<file path="config.mk">
export PLATFORM = sky130hd
export DESIGN_NAME = acimr_top
export DESIGN_NICKNAME = d
export VERILOG_FILES = /design/src/design/acimr_pkg.sv /design/src/design/acimr_top.sv
export VERILOG_INCLUDE_DIRS = /design/src /design/src/design
export SDC_FILE = /design/constraint.sdc
export NUM_CORES = 1
export LEC_CHECK = 0
export ABC_AREA = 1
export BUFFER_PORTS_ARGS = -buffer_cell sky130_fd_sc_hd__buf_2
export CORE_ASPECT_RATIO = 1.25
export CORE_UTILIZATION = 45
export CTS_CLUSTER_DIAMETER = 200
export DETAILED_ROUTE_END_ITERATION = 10
export PLACE_DENSITY_LB_ADDON = 0.3
export RECOVER_POWER = 100
export SLEW_MARGIN = 30
export SYNTH_ARGS = -nofsm -noshare
export SYNTH_HDL_FRONTEND = slang
export SYNTH_SLANG_ARGS = --single-unit
</file>
<file path="constraint.sdc">
create_clock -name clk -period 1.22 [get_ports clk]
set_input_delay 0.061 -clock clk [delete_from_list [all_inputs] [get_ports clk]]
set_output_delay 0.061 -clock clk [all_outputs]
set_load 0.1 [all_outputs]
</file>
<file path="src/design/acimr_defs.svh">
// Register offsets, field positions and reset values of the ADC mode slice
`ifndef ACIMR_DEFS_SVH
`define ACIMR_DEFS_SVH
// Register byte offsets
`define ACIMR_OFF_IMC 12'h000
`define ACIMR_OFF_RDY_LO 12'h004
`define ACIMR_OFF_RDY_HI 12'h008
`define ACIMR_OFF_IST 12'h00C
`define ACIMR_OFF_IMSK 12'h010
// Mode field: differential bit of input 3, stride 2 per input
`define ACIMR_DIFF_LSB 7
`define ACIMR_SIGN_LSB 6
`define ACIMR_MODE_INPUTS 8
// Writable bits of the mode register (bits 21..6)
`define ACIMR_IMC_MASK 32'h003F_FFC0
`define ACIMR_IMC_RST 32'h0000_0000
// Implemented ready flags, full package
`define ACIMR_RDY_LO_FULL 32'h0FFF_FFFF
`define ACIMR_RDY_HI_FULL 32'h003F_E3FE
// Flags missing on the smallest package
`define ACIMR_RDY_LO_SMALL 32'h00F0_0000
`define ACIMR_RDY_HI_SMALL 32'h0000_E3FE
`define ACIMR_RDY_RST 32'h0000_0000
// Interrupt status and mask layout
`define ACIMR_IRQ_W 3
`define ACIMR_IRQ_LO 0
`define ACIMR_IRQ_HI 1
`define ACIMR_IRQ_OVR 2
`define ACIMR_IRQ_RST 3'h0
`endif

</file>
<file path="src/design/acimr_pkg.sv">
// Types shared by the ADC mode and ready status slice
package acimr_pkg;
  // All state of the slice
  typedef struct packed {
    logic [31:0] imc;
    logic [31:0] rdy_lo;
    logic [31:0] rdy_hi;
    logic [2:0] ist;
    logic [2:0] imsk;
    logic [31:0] prdata;
    logic pslverr;
  } acimr_state_s;
endpackage

</file>
<file path="src/design/acimr_top.sv">
// APB register slice: ADC input modes and conversion ready flags
`timescale 1ns/1ps
`default_nettype none
`include "acimr_defs.svh"

// Overview of operation
// Mode bit 21 set: input 10 differential against input 1.
// Mode bit 19 set: input 9 differential against input 1.
// Mode bit 17 set: input 8 differential against input 1.
// Mode bit 15 set: input 7 differential against input 1.
// Mode bit 13 set: input 6 differential against input 1.
// Mode bit 11 set: input 5 differential against input 11.
// Mode bit 9 set: input 4 differential against input 10.
// Mode bit 7 set: input 3 differential against input 27.
// Even bits 20 down to 6 select signed results, inputs 10 to 3.
// Low ready register holds one flag per input 0..27 at its number.
// A flag sets when its result lands in the result register.
// A flag clears when software reads that result register.
// Low ready register bits 31..28 always read zero.
// Small package build removes absent flags; they read zero.
// High ready flags for inputs 33..41 and 45..53 behave the same way.
// Software writes never change any ready flag.
// A set in the same cycle as the read wins.
module acimr_top #(
  parameter bit FULL_PACKAGE = 1'b1
) (
  input wire logic clk,
  input wire logic rstn,
  input wire logic psel,
  input wire logic penable,
  input wire logic pwrite,
  input wire logic [11:0] paddr,
  input wire logic [31:0] pwdata,
  input wire logic [3:0] pstrb,
  output logic [31:0] prdata,
  output logic pready,
  output logic pslverr,
  input wire logic [31:0] result_load_low,
  input wire logic [31:0] result_load_high,
  input wire logic [31:0] result_read_low,
  input wire logic [31:0] result_read_high,
  output logic [7:0] differential_select,
  output logic [7:0] signed_result,
  output logic [31:0] ready_flags_low,
  output logic [31:0] ready_flags_high,
  output logic irq
);

  // ----------------------------------------------------------------
  // Elaboration checks and flag masks
  // ----------------------------------------------------------------
  // Small build may only remove positions the full build implements
  if ((`ACIMR_RDY_LO_SMALL & ~`ACIMR_RDY_LO_FULL) != 32'h0000_0000 ||
      (`ACIMR_RDY_HI_SMALL & ~`ACIMR_RDY_HI_FULL) != 32'h0000_0000
      ) begin : g_bad_masks
    $error("Small package mask outside implemented flags");
  end

  // Implemented flag positions for this build
  localparam logic [31:0] LO_MASK = FULL_PACKAGE ?
    `ACIMR_RDY_LO_FULL : (`ACIMR_RDY_LO_FULL & ~`ACIMR_RDY_LO_SMALL);
  localparam logic [31:0] HI_MASK = FULL_PACKAGE ?
    `ACIMR_RDY_HI_FULL : (`ACIMR_RDY_HI_FULL & ~`ACIMR_RDY_HI_SMALL);

  acimr_pkg::acimr_state_s st_reg;
  acimr_pkg::acimr_state_s st_next;

  // ----------------------------------------------------------------
  // Bus decode
  // ----------------------------------------------------------------
  logic setup_ph;
  logic access_ph;
  logic wr_acc;
  logic hit_imc;
  logic hit_lo;
  logic hit_hi;
  logic hit_ist;
  logic hit_imsk;
  logic hit_any;
  logic [31:0] byte_mask;

  // Phase and address decode
  assign setup_ph = psel & ~penable;
  assign access_ph = psel & penable;
  assign wr_acc = access_ph & pwrite;
  assign hit_imc = (paddr == `ACIMR_OFF_IMC);
  assign hit_lo = (paddr == `ACIMR_OFF_RDY_LO);
  assign hit_hi = (paddr == `ACIMR_OFF_RDY_HI);
  assign hit_ist = (paddr == `ACIMR_OFF_IST);
  assign hit_imsk = (paddr == `ACIMR_OFF_IMSK);
  assign hit_any = hit_imc | hit_lo | hit_hi | hit_ist | hit_imsk;
  assign byte_mask = {{8{pstrb[3]}}, {8{pstrb[2]}},
                      {8{pstrb[1]}}, {8{pstrb[0]}}};

  // ----------------------------------------------------------------
  // Flag events
  // ----------------------------------------------------------------
  logic [31:0] ld_lo;
  logic [31:0] ld_hi;
  logic [31:0] rd_lo;
  logic [31:0] rd_hi;
  logic [2:0] irq_ev;

  // Only implemented positions see events
  assign ld_lo = result_load_low & LO_MASK;
  assign ld_hi = result_load_high & HI_MASK;
  assign rd_lo = result_read_low & LO_MASK;
  assign rd_hi = result_read_high & HI_MASK;

  // New result per group, and overrun of an unread result
  assign irq_ev[`ACIMR_IRQ_LO] = |ld_lo;
  assign irq_ev[`ACIMR_IRQ_HI] = |ld_hi;
  assign irq_ev[`ACIMR_IRQ_OVR] = |(ld_lo & st_reg.rdy_lo & ~rd_lo) |
                                  |(ld_hi & st_reg.rdy_hi & ~rd_hi);

  // ----------------------------------------------------------------
  // Next state
  // ----------------------------------------------------------------
  always_comb begin
    st_next = st_reg;
    // Mode register write, byte lanes honoured
    if (wr_acc && hit_imc) begin
      st_next.imc = ((st_reg.imc & ~byte_mask) | (pwdata & byte_mask))
                    & `ACIMR_IMC_MASK;
    end
    // Interrupt mask write
    if (wr_acc && hit_imsk && pstrb[0]) begin
      st_next.imsk = pwdata[`ACIMR_IRQ_W-1:0];
    end
    // Ready flags: read clears, load sets, set wins; bus writes ignored
    // Clear from result read strobes only
    st_next.rdy_lo = st_reg.rdy_lo & ~rd_lo;
    st_next.rdy_hi = st_reg.rdy_hi & ~rd_hi;
    // Set applied after the clear so a same-cycle load wins
    st_next.rdy_lo = (st_next.rdy_lo | ld_lo) & LO_MASK;
    st_next.rdy_hi = (st_next.rdy_hi | ld_hi) & HI_MASK;
    // Sticky status, cleared by read, event wins over clear.
    // Only bits returned in the captured read data are cleared, so an
    // event landing between setup and access survives to the next read.
    if (access_ph && !pwrite && hit_ist) begin
      st_next.ist = (st_reg.ist & ~st_reg.prdata[`ACIMR_IRQ_W-1:0]) | irq_ev;
    end else begin
      st_next.ist = st_reg.ist | irq_ev;
    end
    // Read data captured in setup so it stands through access
    st_next.pslverr = setup_ph & ~hit_any;
    if (setup_ph) begin
      st_next.prdata = 32'h0000_0000;
      if (!pwrite) begin
        unique case (1'b1)
          hit_imc: st_next.prdata = st_reg.imc;
          hit_lo: st_next.prdata = st_reg.rdy_lo & LO_MASK;
          hit_hi: st_next.prdata = st_reg.rdy_hi & HI_MASK;
          hit_ist: st_next.prdata = {29'h0, st_reg.ist};
          hit_imsk: st_next.prdata = {29'h0, st_reg.imsk};
          default: st_next.prdata = 32'h0000_0000;
        endcase
      end
    end
  end

  // ----------------------------------------------------------------
  // State register
  // ----------------------------------------------------------------
  always_ff @(posedge clk or negedge rstn) begin
    if (!rstn) begin
      st_reg.imc <= `ACIMR_IMC_RST;
      st_reg.rdy_lo <= `ACIMR_RDY_RST;
      st_reg.rdy_hi <= `ACIMR_RDY_RST;
      st_reg.ist <= `ACIMR_IRQ_RST;
      st_reg.imsk <= `ACIMR_IRQ_RST;
      st_reg.prdata <= 32'h0000_0000;
      st_reg.pslverr <= 1'b0;
    end else begin
      st_reg <= st_next;
    end
  end

  // ----------------------------------------------------------------
  // Outputs
  // ----------------------------------------------------------------
  // Zero wait state slave
  assign pready = 1'b1;
  assign prdata = st_reg.prdata;
  assign pslverr = st_reg.pslverr & access_ph;

  // Differential selects, index 0 is input 3
  assign differential_select[7] = st_reg.imc[21];
  assign differential_select[6] = st_reg.imc[19];
  assign differential_select[5] = st_reg.imc[17];
  assign differential_select[4] = st_reg.imc[15];
  assign differential_select[3] = st_reg.imc[13];
  assign differential_select[2] = st_reg.imc[11];
  assign differential_select[1] = st_reg.imc[9];
  assign differential_select[0] = st_reg.imc[7];

  // Signed format bits sit just below each differential bit
  genvar gi;
  for (gi = 0; gi < `ACIMR_MODE_INPUTS; gi++) begin : g_sign
    assign signed_result[gi] = st_reg.imc[`ACIMR_SIGN_LSB + 2*gi];
  end

  assign ready_flags_low = st_reg.rdy_lo;
  assign ready_flags_high = st_reg.rdy_hi;
  assign irq = |(st_reg.ist & st_reg.imsk);
endmodule
`default_nettype wire

</file>
==> metrics.yaml <==
power_and_ir_drop:
  netSwitchingFraction: 0.3501
  leakage_dissipation_nw: 4.642
  p_sw_w: 0.003093
  combPwrFrac: 0.296
  ir_drop_mv: 0.5993
  power.density_cell_area_nw_per_um2: 1034
  power.clock.fraction: 0.321
  total_power_w: 0.008833
  power_report.internal_total_w: 0.005740
  power_frac_seq: 0.383
critical_path:
  timing.critical_path.arrival_ns: 1.18
  cp-start-kind: "register"
  worstSetupEndpointType: "output port"
  cpPeakStageDelay_ns: 0.36
  critical-path-slowest-cell: "sky130_fd_sc_hd__dfrtp_1"
  timing.critical_path.required_ns: 1.16
  crit_type: "reg -> out"
  path_cells: "clkbuf_1 -> buf_4"
  critical_path.max_fanout: 2
sta:
  slew-limit-headroom: 0.5382
  final_hold_viol_count: 4
  fin_hold_ws_ns: -0.03084
  tns_ns: -0.02959
  worst_clock_skew_ns: 0.009508
  rsz_0062_raised_after_global_routing: "true"
  timing.final.max_slew_violations: 0
  final.period_utilization: 1.020
  timing.fmax_mhz: 803.6
  finalWorstPathRequiredPeriod_ns: 1.244
  setup_violations: 2
  timing.final.ws_setup_ns: -0.02436
  worstMarginPinSlew_ns: 0.6928
logic_synthesis:
  syn_area_per_cell_um2: 7.514
  synth_top_area_cell: "sky130_fd_sc_hd__dfrtp_1"
  netlist-cell-type-count: 27
  syn-cell-area_um2: 5823
  post_synth_inst_count: 775
  synth_area_leaders: "sky130_fd_sc_hd__dfrtp_1, sky130_fd_sc_hd__buf_4, sky130_fd_sc_hd__nand2_1, sky130_fd_sc_hd__nand3_1, sky130_fd_sc_hd__inv_1"
  fraction_of_the_yosys_area_taken_by_sequential_cells: 0.4168
  yosys_warnings: 0
  post-synth-top-area-fraction: 0.4168
  postSynthRegisterBits: 97
worst_hold_path:
  hold_class: "in -> reg"
cells_and_area:
  final_cell_mix: "sky130_fd_sc_hd__nand2_1, sky130_fd_sc_hd__buf_2, sky130_fd_sc_hd__dlygate4sd3_1, sky130_fd_sc_hd__nand3_1, sky130_fd_sc_hd__dfrtp_1"
  areaGrowthSynthToFinish_pct: 46.71
  num-fill-cells: 1068
  finalCoreUtilization: 0.6747
  drive_above_1_share: 0.2872
  fin_nets: 1252
  layout_commonest_cell: "sky130_fd_sc_hd__nand2_1"
  area_occupied_by_multi_input_gates_um2: 2156
  seqCellArea_um2: 2427
routing:
  first_iter_violations: 262
  vias: 6026
  via_per_inst: 4.840
  first_pass_iters: 7
  antenna_violating_nets_post_route: 0
  highest-signal-layer: "met4"
  detail_route.wirelength.met1_um: 7087
  drc_errors: 0
  wl_per_cell_um: 15.06
  met3_wirelength_um: 1065
  dr_wl_met2_um: 9494
  drt-total-wl_um: 18750
clocking:
  clkSlewWorstSetupHoldPaths_ns: 0.07
  clock_sink_count: 97
  clock_insertion_delay_worst_skew_ns: 0.34
  cts_made_buffers: 9
  clockRootBuffer: "sky130_fd_sc_hd__clkbuf_16"
  maximum_root_to_sink_buffer_count: 2
  htree_depth: 3
  tritoncts_clock_tree: "yes"
global_route:
  first_global_vias: 6102
  globalRouteTotalUtil: 0.2856
  grt-ovfl-total: 0
  grt_antenna_before_repair: 1
  grt_start_max_net_pins: 50
  grt_pass1_wl_um: 29640
die:
  die_height_um: 129.2
  design.die.area_um2: 13400
  initial_utilization: 0.4599
  num_rows: 46
  ioPinCount: 296
  die_width_um: 103.7
  design.core.area_um2: 12660
run:
  cap_violations: 0
placed_design:
  dpl_wire_length_um: 12920
  port_buffers: 222
  gp_routability_congestion: 0.8736
run_status:
  outcome: "finished, violations left"
  failed_checks: "hold timing, setup timing"
==> worst paths after layout <==
| kind | startpoint | to | slack [ns] | cells after the start |
|---|---|---|---|---|
| min in group asynchronous | rstn | prdata[23] | 0.43 | 3 |
| setup / recovery | ready_flags_low[21] | ready_flags_low[21] | -0.02 | 2 |
| setup reg to reg | ready_flags_low[7] | ready_flags_low[7] | 0.02 | 3 |
| hold / removal | result_read_high[14] | ready_flags_high[14] | -0.03 | 4 |
| max in group asynchronous | rstn | ready_flags_low[12] | 0.32 | 3 |
| hold reg to reg | prdata[12] | prdata[12] | 0.48 | 2 |
==> cells by family after synthesis <==
group,synth area share
compound gates,0.06424
buf+inv,0.2297
flops,0.4168
other cells,0.001290
simple gates,0.2879
==> critical path, delay by kind of cell, from the launching register on <==
kind | cells | cell delay, ns
buffers and inverters | 2 | 0.48
DFF | 1 | 0.36
==> final cells by class <==
| type | count | area share |
|---|---|---|
| Antenna cell | 1 | 0.0002929 |
| Clock buffer | 9 | 0.02636 |
| Clock inverter | 7 | 0.008055 |
| Inverter | 103 | 0.04525 |
| Multi-Input combinational cell | 468 | 0.2523 |
| Sequential cell | 97 | 0.2841 |
| Tap cell | 168 | 0.02460 |
| Timing Repair Buffer | 392 | 0.3590 |
==> synth_stat cells <==
master                     instances
sky130_fd_sc_hd__o21ai_0          32
sky130_fd_sc_hd__o21ai_1          26
sky130_fd_sc_hd__nand3b_1          1
sky130_fd_sc_hd__nand3_2           2
sky130_fd_sc_hd__dfrtp_1          97
sky130_fd_sc_hd__nand4_1          10
sky130_fd_sc_hd__nor2_8            1
sky130_fd_sc_hd__buf_2             7
sky130_fd_sc_hd__inv_1           102
sky130_fd_sc_hd__a21oi_4           1
sky130_fd_sc_hd__nand2_2           2
sky130_fd_sc_hd__nor2_2            4
sky130_fd_sc_hd__buf_4           113
sky130_fd_sc_hd__clkbuf_1          3
sky130_fd_sc_hd__conb_1            2
sky130_fd_sc_hd__nor2_1           48
sky130_fd_sc_hd__nand2_4           1
sky130_fd_sc_hd__nor3_1            7
sky130_fd_sc_hd__nor3_2            1
sky130_fd_sc_hd__nand3_1          99
sky130_fd_sc_hd__o21bai_1          7
sky130_fd_sc_hd__nor4_1            2
sky130_fd_sc_hd__nand2_1         194
sky130_fd_sc_hd__a21o_1            2
sky130_fd_sc_hd__inv_2             1
sky130_fd_sc_hd__buf_6             5
sky130_fd_sc_hd__nor2_4            5
==> metrics by stage <==
step,instance area (um2),cells,worst slack [ns]
floorplan,5909,796,0.02224
global placement,7513,1128,-0.1078
detailed placement,7513,1128,-0.1318
CTS,8949,1253,0.001231
global route,8543,1245,-0.05893
finish,8543,1245,-0.02436
==> routing by layer <==
layer | vias to the layer above | global-route usage
met2 | 305 | 0.5045
li1 | 2893 | -
met1 | 2753 | 0.3189
met5 | - | 0
met3 | 75 | 0.04829
met4 | 0 | 0.1966
==> power by group through the flow <==
stage	clock network (W)	logic [W]	registers, W
floorplan	0	0.00164	0.00345
global placement	0	0.00247	0.00344
detailed placement	0	0.00248	0.00344
CTS	0.00288	0.00278	0.00338
global route	0.00302	0.00276	0.00339
finish	0.00284	0.00261	0.00338
==> what timing repair did <==
action / CTS / global route
pin swaps: 0 / 10
endpoints found under the setup margin: 20 / 40
buffers inserted: 0 / 3
hold endpoints to repair: 161 / 0
cloned: 0 / 0
hold buffers: 109 / 0
gates resized for setup: 20 / 42
No activity file was read; power rests on OpenSTA's default activity.
